$ cat src/verilog/adc_cal_pkg.sv
// Constants for the two-point converter correction datapath.
// Assumes one 10 MHz core clock and fuse trim bytes that stay stable.
`default_nettype none
package adc_cal_pkg;
  // Code range of the general_purpose_converter
  localparam int CODE_W = 12;
  localparam logic [11:0] CODE_MAX = 12'hFFF;
  localparam int CH_W = 5;
  // Reference input codes shared by all corrected groups
  localparam int REF_X1 = 1441;
  localparam int REF_X2 = 3276;
  // Datapath widths
  localparam int MAG_W = 9;
  localparam int DEV_W = 11;
  localparam int NUM_W = 26;
  localparam int DIVIDEND_W = 25;
  localparam int DIVISOR_W = 13;
  localparam logic [4:0] DIV_STEPS = 5'h19;
  // Channel selection
  localparam logic [31:0] GROUP_A_MASK = 32'h0000307F;
  localparam logic [4:0] CH_EXTRA_A = 5'h08;
  localparam logic [4:0] CH_EXTRA_B = 5'h09;
  // Field positions in the fuse bytes
  localparam int SIGN_BIT = 0;
  localparam int LO2_MSB = 2;
  localparam int LO4_MSB = 4;
  localparam int HI5_MSB = 4;
  localparam int HI6_MSB = 5;
  localparam int HI2_MSB = 4;
  localparam int HI2_LSB = 3;
  // Reset values
  localparam logic [11:0] CODE_RST = 12'h000;
  localparam logic [4:0] CH_RST = 5'h00;
  // Cycles from accept edge to the result pulse
  localparam int RESULT_LATENCY = 28;
  // Sequencer states
  typedef enum logic [1:0] {ST_IDLE, ST_LOAD, ST_DIV} cal_state_t;
endpackage
`default_nettype wire

$ cat src/verilog/sm_term.sv
// Sign-magnitude to two's complement decoder for one trim deviation.
// Assumes the sign bit has been split off the fuse field already.
`timescale 1ns/1ps
`default_nettype none
module sm_term
  import adc_cal_pkg::*;
(
  input wire logic [MAG_W-1:0] mag_in, // Unsigned magnitude
  input wire logic sign_in, // High means negative
  output logic signed [DEV_W-1:0] value_out // Signed deviation
);
  // Zero-extended magnitude so negation cannot overflow
  logic signed [DEV_W-1:0] mag_ext;
  assign mag_ext = $signed({{(DEV_W-MAG_W){1'b0}}, mag_in});
  // A minus zero simply yields zero, no special case needed
  assign value_out = sign_in ? -mag_ext : mag_ext;
endmodule
`default_nettype wire

$ cat src/verilog/cal_divider.sv
// Restoring unsigned divider, one quotient bit per clock.
// Assumes the caller holds off a new start until done has pulsed.
`timescale 1ns/1ps
`default_nettype none
module cal_divider
  import adc_cal_pkg::*;
(
  input wire logic ref_clk_in, // Core clock
  input wire logic reset_in, // Synchronous, active high
  input wire logic start_in, // Loads operands
  input wire logic [DIVIDEND_W-1:0] dividend_in, // Numerator
  input wire logic [DIVISOR_W-1:0] divisor_in, // Nonzero denominator
  output logic done_out, // One-cycle pulse, quotient valid
  output logic [DIVIDEND_W-1:0] quotient_out // Floor of the ratio
);
  logic [DIVISOR_W-1:0] rem_q; // Partial remainder
  logic [DIVIDEND_W-1:0] quo_q; // Dividend shifting into quotient
  logic [DIVISOR_W-1:0] den_q; // Held divisor
  logic [4:0] cnt_q; // Steps left
  logic done_q; // Completion pulse
  // Shift in the next dividend bit; one extra bit guards the compare
  logic [DIVISOR_W:0] shifted;
  logic [DIVISOR_W:0] trial;
  logic fits;
  assign shifted = {rem_q, quo_q[DIVIDEND_W-1]};
  assign trial = shifted - {1'b0, den_q};
  assign fits = shifted >= {1'b0, den_q};
  assign done_out = done_q;
  assign quotient_out = quo_q;
  // One iteration per edge while steps remain
  always_ff @(posedge ref_clk_in) begin
    if (reset_in) begin
      rem_q <= '0;
      quo_q <= '0;
      den_q <= '0;
      cnt_q <= 5'h00;
      done_q <= 1'b0;
    end else if (start_in) begin
      rem_q <= '0;
      quo_q <= dividend_in;
      den_q <= divisor_in;
      cnt_q <= DIV_STEPS;
      done_q <= 1'b0;
    end else if (cnt_q != 5'h00) begin
      rem_q <= fits ? trial[DIVISOR_W-1:0] : shifted[DIVISOR_W-1:0];
      quo_q <= {quo_q[DIVIDEND_W-2:0], fits};
      cnt_q <= cnt_q - 5'h01;
      done_q <= (cnt_q == 5'h01);
    end else begin
      done_q <= 1'b0;
    end
  end
endmodule
`default_nettype wire

$ cat src/verilog/adc_two_point_calibration.sv
// Two-point gain and offset correction of raw converter codes.
// Assumes fuse bytes are stable while a request is in flight and that
// requests arrive only with raw_ready_out high.
//
// Function
// - Correct each group from two reference points
// - Gain is one plus deviation slope
// - Offset is D1 minus gain excess times X1
// - Output is raw minus offset over gain
// - Group A uses 1441, 3276, channel-3 trims
// - Channel-3 D1 from fuse 3, fuse 1
// - Channel-3 D2 from fuse 4, fuse 2
// - Channels 8, 9 add own deviation
// - Channel-8 extra D1 from fuse 8, 7
// - Channel-8 extra D2 from fuse 10, 8
// - Channel-9 extra D1 from fuse 14, 12
// - Channel-9 extra D2 from fuse 16, 14
// - Deviations are sign-magnitude, LSB is sign
// - Codes span 0 to 4095
`timescale 1ns/1ps
`default_nettype none
module adc_two_point_calibration
  import adc_cal_pkg::*;
(
  input wire logic ref_clk_in,
  input wire logic reset_in,
  input wire logic [7:0] cal_fuse_reg_1_in,
  input wire logic [7:0] cal_fuse_reg_2_in,
  input wire logic [7:0] cal_fuse_reg_3_in,
  input wire logic [7:0] cal_fuse_reg_4_in,
  input wire logic [7:0] cal_fuse_reg_7_in,
  input wire logic [7:0] cal_fuse_reg_8_in,
  input wire logic [7:0] cal_fuse_reg_10_in,
  input wire logic [7:0] cal_fuse_reg_12_in,
  input wire logic [7:0] cal_fuse_reg_14_in,
  input wire logic [7:0] cal_fuse_reg_16_in,
  input wire logic [CH_W-1:0] channel_in,
  input wire logic [CODE_W-1:0] raw_code_in,
  input wire logic raw_valid_in,
  output logic raw_ready_out,
  output logic [CODE_W-1:0] corrected_code_out,
  output logic [CH_W-1:0] result_channel_out,
  output logic result_valid_out,
  output logic cal_applied_out,
  output logic clamped_out
);

  // Sequencer and captured request
  cal_state_t state_q; // Current step
  cal_state_t state_d; // Next step
  logic [CODE_W-1:0] raw_q; // Latched raw code
  logic [CH_W-1:0] chan_q; // Latched channel
  logic applied_q; // Latched correction flag
  logic signed [DEV_W-1:0] d1_q; // Latched low-point deviation
  logic signed [DEV_W-1:0] d2_q; // Latched high-point deviation
  logic neg_q; // Numerator went below zero
  // Result registers
  logic [CODE_W-1:0] code_q; // Corrected code
  logic valid_q; // Result pulse
  logic clamp_q; // Output was saturated

  // Request handshake
  logic accepted;
  assign raw_ready_out = (state_q == ST_IDLE);
  assign accepted = raw_valid_in && raw_ready_out;

  // Channel grouping; unlisted channels pass with zero deviation
  logic grp_a; // Channel-3 trims only
  logic is_ch8; // Channel-3 plus channel-8 extras
  logic is_ch9; // Channel-3 plus channel-9 extras
  logic grp_any; // Any corrected channel
  assign grp_a = GROUP_A_MASK[channel_in];
  assign is_ch8 = (channel_in == CH_EXTRA_A);
  assign is_ch9 = (channel_in == CH_EXTRA_B);
  assign grp_any = grp_a || is_ch8 || is_ch9;

  // Magnitudes, scaled by concatenation: x4 and x16 become bit shifts
  logic [MAG_W-1:0] mag [6];
  logic [5:0] sgn;
  assign mag[0] = MAG_W'({cal_fuse_reg_3_in[HI5_MSB:0],
                          cal_fuse_reg_1_in[LO2_MSB:1]});
  assign sgn[0] = cal_fuse_reg_1_in[SIGN_BIT];
  assign mag[1] = MAG_W'({cal_fuse_reg_4_in[HI6_MSB:0],
                          cal_fuse_reg_2_in[LO2_MSB:1]});
  assign sgn[1] = cal_fuse_reg_2_in[SIGN_BIT];
  assign mag[2] = MAG_W'({cal_fuse_reg_8_in[HI2_MSB:HI2_LSB],
                          cal_fuse_reg_7_in[LO4_MSB:1]});
  assign sgn[2] = cal_fuse_reg_7_in[SIGN_BIT];
  assign mag[3] = MAG_W'({cal_fuse_reg_10_in[HI5_MSB:0],
                          cal_fuse_reg_8_in[LO2_MSB:1]});
  assign sgn[3] = cal_fuse_reg_8_in[SIGN_BIT];
  assign mag[4] = MAG_W'({cal_fuse_reg_14_in[HI2_MSB:HI2_LSB],
                          cal_fuse_reg_12_in[LO4_MSB:1]});
  assign sgn[4] = cal_fuse_reg_12_in[SIGN_BIT];
  assign mag[5] = MAG_W'({cal_fuse_reg_16_in[HI5_MSB:0],
                          cal_fuse_reg_14_in[LO2_MSB:1]});
  assign sgn[5] = cal_fuse_reg_14_in[SIGN_BIT];

  // Each field decoded as sign-magnitude, never two's complement
  logic signed [DEV_W-1:0] dev_term [6];
  for (genvar i = 0; i < 6; i++) begin : g_term
    sm_term u_term (
      .mag_in(mag[i]),
      .sign_in(sgn[i]),
      .value_out(dev_term[i])
    );
  end

  // Extra term for channels 8 and 9, zero elsewhere
  logic signed [DEV_W-1:0] extra_d1;
  logic signed [DEV_W-1:0] extra_d2;
  logic signed [DEV_W-1:0] d1_d;
  logic signed [DEV_W-1:0] d2_d;
  assign extra_d1 = is_ch8 ? dev_term[2] :
                    (is_ch9 ? dev_term[4] : '0);
  assign extra_d2 = is_ch8 ? dev_term[3] :
                    (is_ch9 ? dev_term[5] : '0);
  // Uncorrected channels get D1 = D2 = 0, which is the identity map
  assign d1_d = grp_any ? dev_term[0] + extra_d1 : '0;
  assign d2_d = grp_any ? dev_term[1] + extra_d2 : '0;

  // Zero-extended raw code and sign-extended deviations for the closed-form correction
  logic signed [NUM_W-1:0] a_ext;
  logic signed [NUM_W-1:0] d1_ext;
  logic signed [NUM_W-1:0] d2_ext;
  logic signed [NUM_W-1:0] dx_s;
  logic signed [NUM_W-1:0] x1_s;
  assign a_ext = $signed({{(NUM_W-CODE_W){1'b0}}, raw_q});
  assign d1_ext = {{(NUM_W-DEV_W){d1_q[DEV_W-1]}}, d1_q};
  assign d2_ext = {{(NUM_W-DEV_W){d2_q[DEV_W-1]}}, d2_q};
  assign dx_s = NUM_W'(REF_X2 - REF_X1);
  assign x1_s = NUM_W'(REF_X1);

  // With k = (dX + D2 - D1)/dX and b = D1 - (k-1)X1, (a-b)/k equals
  // ((a-D1)dX + (D2-D1)X1) / (dX + D2 - D1). Folding it avoids any
  // fractional k, so no precision is lost before the one division.
  logic signed [NUM_W-1:0] num;
  logic signed [NUM_W-1:0] den;
  assign num = (a_ext - d1_ext) * dx_s
             + (d2_ext - d1_ext) * x1_s;
  assign den = dx_s + d2_ext - d1_ext;

  // Round to nearest: floor((2N + D) / 2D); negatives clamp to zero
  logic num_neg;
  logic [NUM_W-1:0] round_sum;
  logic [DIVIDEND_W-1:0] dividend;
  logic [DIVISOR_W-1:0] divisor;
  assign num_neg = num[NUM_W-1];
  assign round_sum = {num[NUM_W-2:0], 1'b0} + den;
  assign dividend = num_neg ? '0 : round_sum[DIVIDEND_W-1:0];
  assign divisor = {den[DIVISOR_W-2:0], 1'b0};

  // Divider runs while the sequencer waits
  logic div_start;
  logic div_done;
  logic [DIVIDEND_W-1:0] quotient;
  assign div_start = (state_q == ST_LOAD);
  cal_divider u_div (
    .ref_clk_in(ref_clk_in),
    .reset_in(reset_in),
    .start_in(div_start),
    .dividend_in(dividend),
    .divisor_in(divisor),
    .done_out(div_done),
    .quotient_out(quotient)
  );

  // Saturate to the 12-bit code range
  logic over;
  logic [CODE_W-1:0] sat_code;
  assign over = (quotient > DIVIDEND_W'(CODE_MAX));
  assign sat_code = over ? CODE_MAX : quotient[CODE_W-1:0];

  // Next-state decode
  always_comb begin
    state_d = state_q;
    case (state_q)
      ST_IDLE: begin
        if (accepted) begin
          state_d = ST_LOAD;
        end
      end
      ST_LOAD: begin
        state_d = ST_DIV;
      end
      ST_DIV: begin
        if (div_done) begin
          state_d = ST_IDLE;
        end
      end
      default: begin
        state_d = ST_IDLE;
      end
    endcase
  end

  // State register
  always_ff @(posedge ref_clk_in) begin
    if (reset_in) begin
      state_q <= ST_IDLE;
    end else begin
      state_q <= state_d;
    end
  end

  // Capture the request; trims are sampled with the code
  always_ff @(posedge ref_clk_in) begin
    if (reset_in) begin
      raw_q <= CODE_RST;
      chan_q <= CH_RST;
      applied_q <= 1'b0;
      d1_q <= '0;
      d2_q <= '0;
    end else if (accepted) begin
      raw_q <= raw_code_in;
      chan_q <= channel_in;
      applied_q <= grp_any;
      d1_q <= d1_d;
      d2_q <= d2_d;
    end
  end

  // Remember a negative numerator through the division
  always_ff @(posedge ref_clk_in) begin
    if (reset_in) begin
      neg_q <= 1'b0;
    end else if (div_start) begin
      neg_q <= num_neg;
    end
  end

  // Result registers; the code holds until the next result
  always_ff @(posedge ref_clk_in) begin
    if (reset_in) begin
      code_q <= CODE_RST;
      valid_q <= 1'b0;
      clamp_q <= 1'b0;
    end else begin
      valid_q <= (state_q == ST_DIV) && div_done;
      if ((state_q == ST_DIV) && div_done) begin
        code_q <= sat_code;
        clamp_q <= over || neg_q;
      end
    end
  end

  // Outputs
  assign corrected_code_out = code_q;
  assign result_valid_out = valid_q;
  assign result_channel_out = chan_q;
  assign cal_applied_out = applied_q;
  assign clamped_out = clamp_q;
endmodule
`default_nettype wire

$ cat config.mk
export PLATFORM = sky130hd
export DESIGN_NAME = adc_two_point_calibration
export DESIGN_NICKNAME = d
export VERILOG_FILES = /design/src/verilog/adc_cal_pkg.sv /design/src/verilog/sm_term.sv /design/src/verilog/cal_divider.sv /design/src/verilog/adc_two_point_calibration.sv
export SDC_FILE = /design/constraint.sdc
export NUM_CORES = 1
export LEC_CHECK = 0
export BUFFER_PORTS_ARGS = -buffer_cell sky130_fd_sc_hd__buf_4
export CAP_MARGIN = 20
export CELL_PAD_IN_SITES_DETAIL_PLACEMENT = 0
export CELL_PAD_IN_SITES_GLOBAL_PLACEMENT = 2
export CORE_MARGIN = 2
export CORE_UTILIZATION = 35
export DETAILED_ROUTE_END_ITERATION = 8
export GPL_TIMING_DRIVEN = 0
export PLACE_DENSITY = 0.78
export SLEW_MARGIN = 20
export SYNTH_ARGS = -nofsm -noshare
export SYNTH_HDL_FRONTEND = slang
export SYNTH_HIERARCHICAL = 1
export SYNTH_SLANG_ARGS = --single-unit
$ cat constraint.sdc
create_clock -name ref_clk_in -period 9.8 [get_ports ref_clk_in]
set_input_delay 1.47 -clock ref_clk_in [delete_from_list [all_inputs] [get_ports ref_clk_in]]
set_output_delay 1.47 -clock ref_clk_in [all_outputs]
set_load 0.01 [all_outputs]
==> metrics.md <==
| Metric | Value |
|---|---|
| Status | `completed` |
| Final wirelength | `44.85 mm` |
| Ys flop type | `dfxtp_1` |
| CTS clk-pin slew, worst paths | `about 0.060 ns` |
| Synth Instances | `1993` |
| Synth Area per Inst | `8.402 um2` |
| Yosys cell types | `78` |
| Fin nets | `approximately 2600` |
| Critical Path Source Type | `flop` |
| Final clock period utilization by the worst path | `~96%` |
| Chip width | `222.7 um` |
| # diodes | `0` |
| CP max stage cell | `fa_1` |
| Share of cells above drive strength 1 | `approximately an eighth` |
| Worst path top cell family by delay | `adder cells` |
| Max Slew Vio Count | `0` |
| Flops & latches, synth | `114` |
| R2R setup slack | `0.41 ns` |
| Antenna viol nets, final | `0` |
| Multi-input gate area | `between 10000 and 15000 um2` |
| Required time worst endpoint | `10.17 ns` |
| Routed vias | `between 10000 and 15000` |
| Die area | `49610 um2` |
| Post-synth ARST share | `0%` |
| Worst skew pair latency | `0.44 ns` |
| DR vias/cell | `4.892` |
| Post-synth EDFFs | `0` |
| Final HPWL DP | `38.23 mm` |
| Register area | `approximately 2300 um2` |
| DR iter-0 viols | `543` |
| Fmax | `between 100 and 150 MHz` |
| Register area share after synthesis | `a little over an eighth` |
| Fin crit period | `~9.4 ns` |
| # IOs | `~120` |
| Global Route Usage Sum | `a little under a fifth` |
| Crit. End Element | `flop` |
| H-tree depth | `4` |
| Max_cap viols | `0` |
| Hold Vio Cnt, Final | `0` |
| Routed len/inst | `16.15 um` |
| Top cell by count, worst path | `fa_1` |
| Die H | `222.7 um` |
| Core Region | `47450 um2` |
| CTS max path bufs | `2` |
| Fill cell count | `about 5000` |
| Cell Rows | `80` |
| # clock sinks | `approximately 110` |
| Synthesized cell area | `16750 um2` |
| Layout area overhead | `15.28%` |
| # DRC | `0` |
| Largest net degree at the start of global routing | `26` |
| Slew HR | `roughly 31%` |
| CP Class | `flop to flop` |
| CTS hold repair buffers | `0` |
| CTS tree | `yes` |
| Antenna violations before repair | `0` |
| Initial Util | `between 30% and 40%` |
| Clock buffers created by TritonCTS | `17` |
| Routability congestion estimate | `roughly 0.83` |
| Drt pass-1 iters | `5` |
| GRT Residual Overflow | `0` |
| Root Buffer | `clkbuf_16` |
| Slew @ Worst Pin | `between 1 and 1.5 ns` |
| Vias in the first global route | `13310` |
| Input/output buffers | `between 80 and 90` |
| Count of final setup violators | `0` |
| Arr. time, crit path | `roughly 10 ns` |
| Commonest non-fill, non-tap cells in the layout | `inv_1, ha_1, nor2_1, fa_1, a21oi_1` |
| Sum of buffers and inverters on the critical path | `7` |
| CP max FO | `5` |
| Clk_skew | `roughly 0.011 ns` |
| Global-route wire length before repair | `approximately 70 mm` |
| Commonest non-fill, non-tap cell in the layout | `inv_1` |
| Crit-path max cell delay | `a little over 0.5 ns` |
| HP Class | `flop to flop` |
| Fin util | `approximately 41%` |
| Ys Warns | `6` |
==> cells by family after synthesis <==
group,synth area share (%)
XOR/XNOR,8.159
multiplexers,2.959
buffers and inverters,9.183
other,0.02239
AO/OA/AOI/OAI,15.71
adder cells (fa/ha/maj),36.13
flip-flops,13.63
AND/OR/NAND/NOR,14.21
==> cell usage after synthesis, types with 18 or more instances <==
library cell	instances	area, um2
a21o_1	25	187.7
a21oi_1	144	720.7
a31oi_1	18	112.6
clkbuf_1	44	165.2
dfxtp_1	114	2282
fa_1	146	2923
ha_1	250	3128
inv_1	310	1164
mux2i_1	45	450.4
nand2_1	131	491.7
nand3_1	18	90.09
nor2_1	208	780.8
nor3_1	35	175.2
o21ai_0	43	215.2
o21ai_1	19	95.09
o21bai_1	19	142.6
xnor2_1	121	1060
xor2_1	35	306.5
==> final timing paths <==
path                                           start                             endpoint  cells after the start
setup / recovery               raw_q[0]$_SDFFE_PP0P_  u_div/quotient_out[23]$_SDFFE_PP0P_                     42
hold reg to reg   result_channel_out[3]$_SDFFE_PP0P_   result_channel_out[3]$_SDFFE_PP0P_                      2
hold / removal    result_channel_out[3]$_SDFFE_PP0P_   result_channel_out[3]$_SDFFE_PP0P_                      2
setup reg to reg               raw_q[0]$_SDFFE_PP0P_  u_div/quotient_out[23]$_SDFFE_PP0P_                     42
==> metal layers <==
metal | track usage (%) | share of wire [%]
met1 | 25.46 | 50
met5 | 0 | 0
met3 | 2.513 | 2.8
met4 | 4.352 | 1.3
met2 | 29.94 | 46
==> registers in the layout, indices dropped and copies added, names as in the netlist, 2 cells and up <==
name,flops
result_channel_out,5
d1_q,11
raw_q,12
u_div/quotient_out,25
corrected_code_out,12
u_div/cnt_q,5
d2_q,11
state_q,2
u_div/den_q,13
u_div/rem_q,13
==> per-stage QoR <==
step                worst slack, ns  instances  area [um2]  hold slack (ns)  setup TNS [ns]
floorplan                    0.5161       2028       16880           0.4406               0
global placement             -1.261       2728       18290           0.4460          -26.21
detailed placement           -1.017       2731       18340           0.4478          -5.294
CTS                        0.003021       2766       18990           0.4554               0
global route               -0.01550       2778       19300           0.4679        -0.01550
finish                       0.4136       2778       19300           0.4567               0
==> final cells by class <==
type	instances	area share (%)
clock buffer	19	2.243
buffer	70	1.880
timing repair buffer	103	4.031
multi-input combinational	1531	69.32
inverter	313	6.086
tap	615	3.986
sequential	114	11.86
clock inverter	13	0.5898
==> what timing repair did <==
item / CTS / global route
gates resized for setup: 15 / 43
gates cloned: 0 / 0
endpoints found under the setup margin: 20 / 20
pin swaps: 4 / 47
hold endpoints to repair: 0 / 0
buffers inserted: 3 / 12
==> tightest hold or removal path, stage by stage (launching register included) <==
cell,delay [ns]
dfxtp_1,0.30
nand2_1,0.05
a21oi_1,0.05
Power is left out: the tool's default activity adds up to more than one toggle a clock period on the data nets, which glitch-free logic cannot reach.
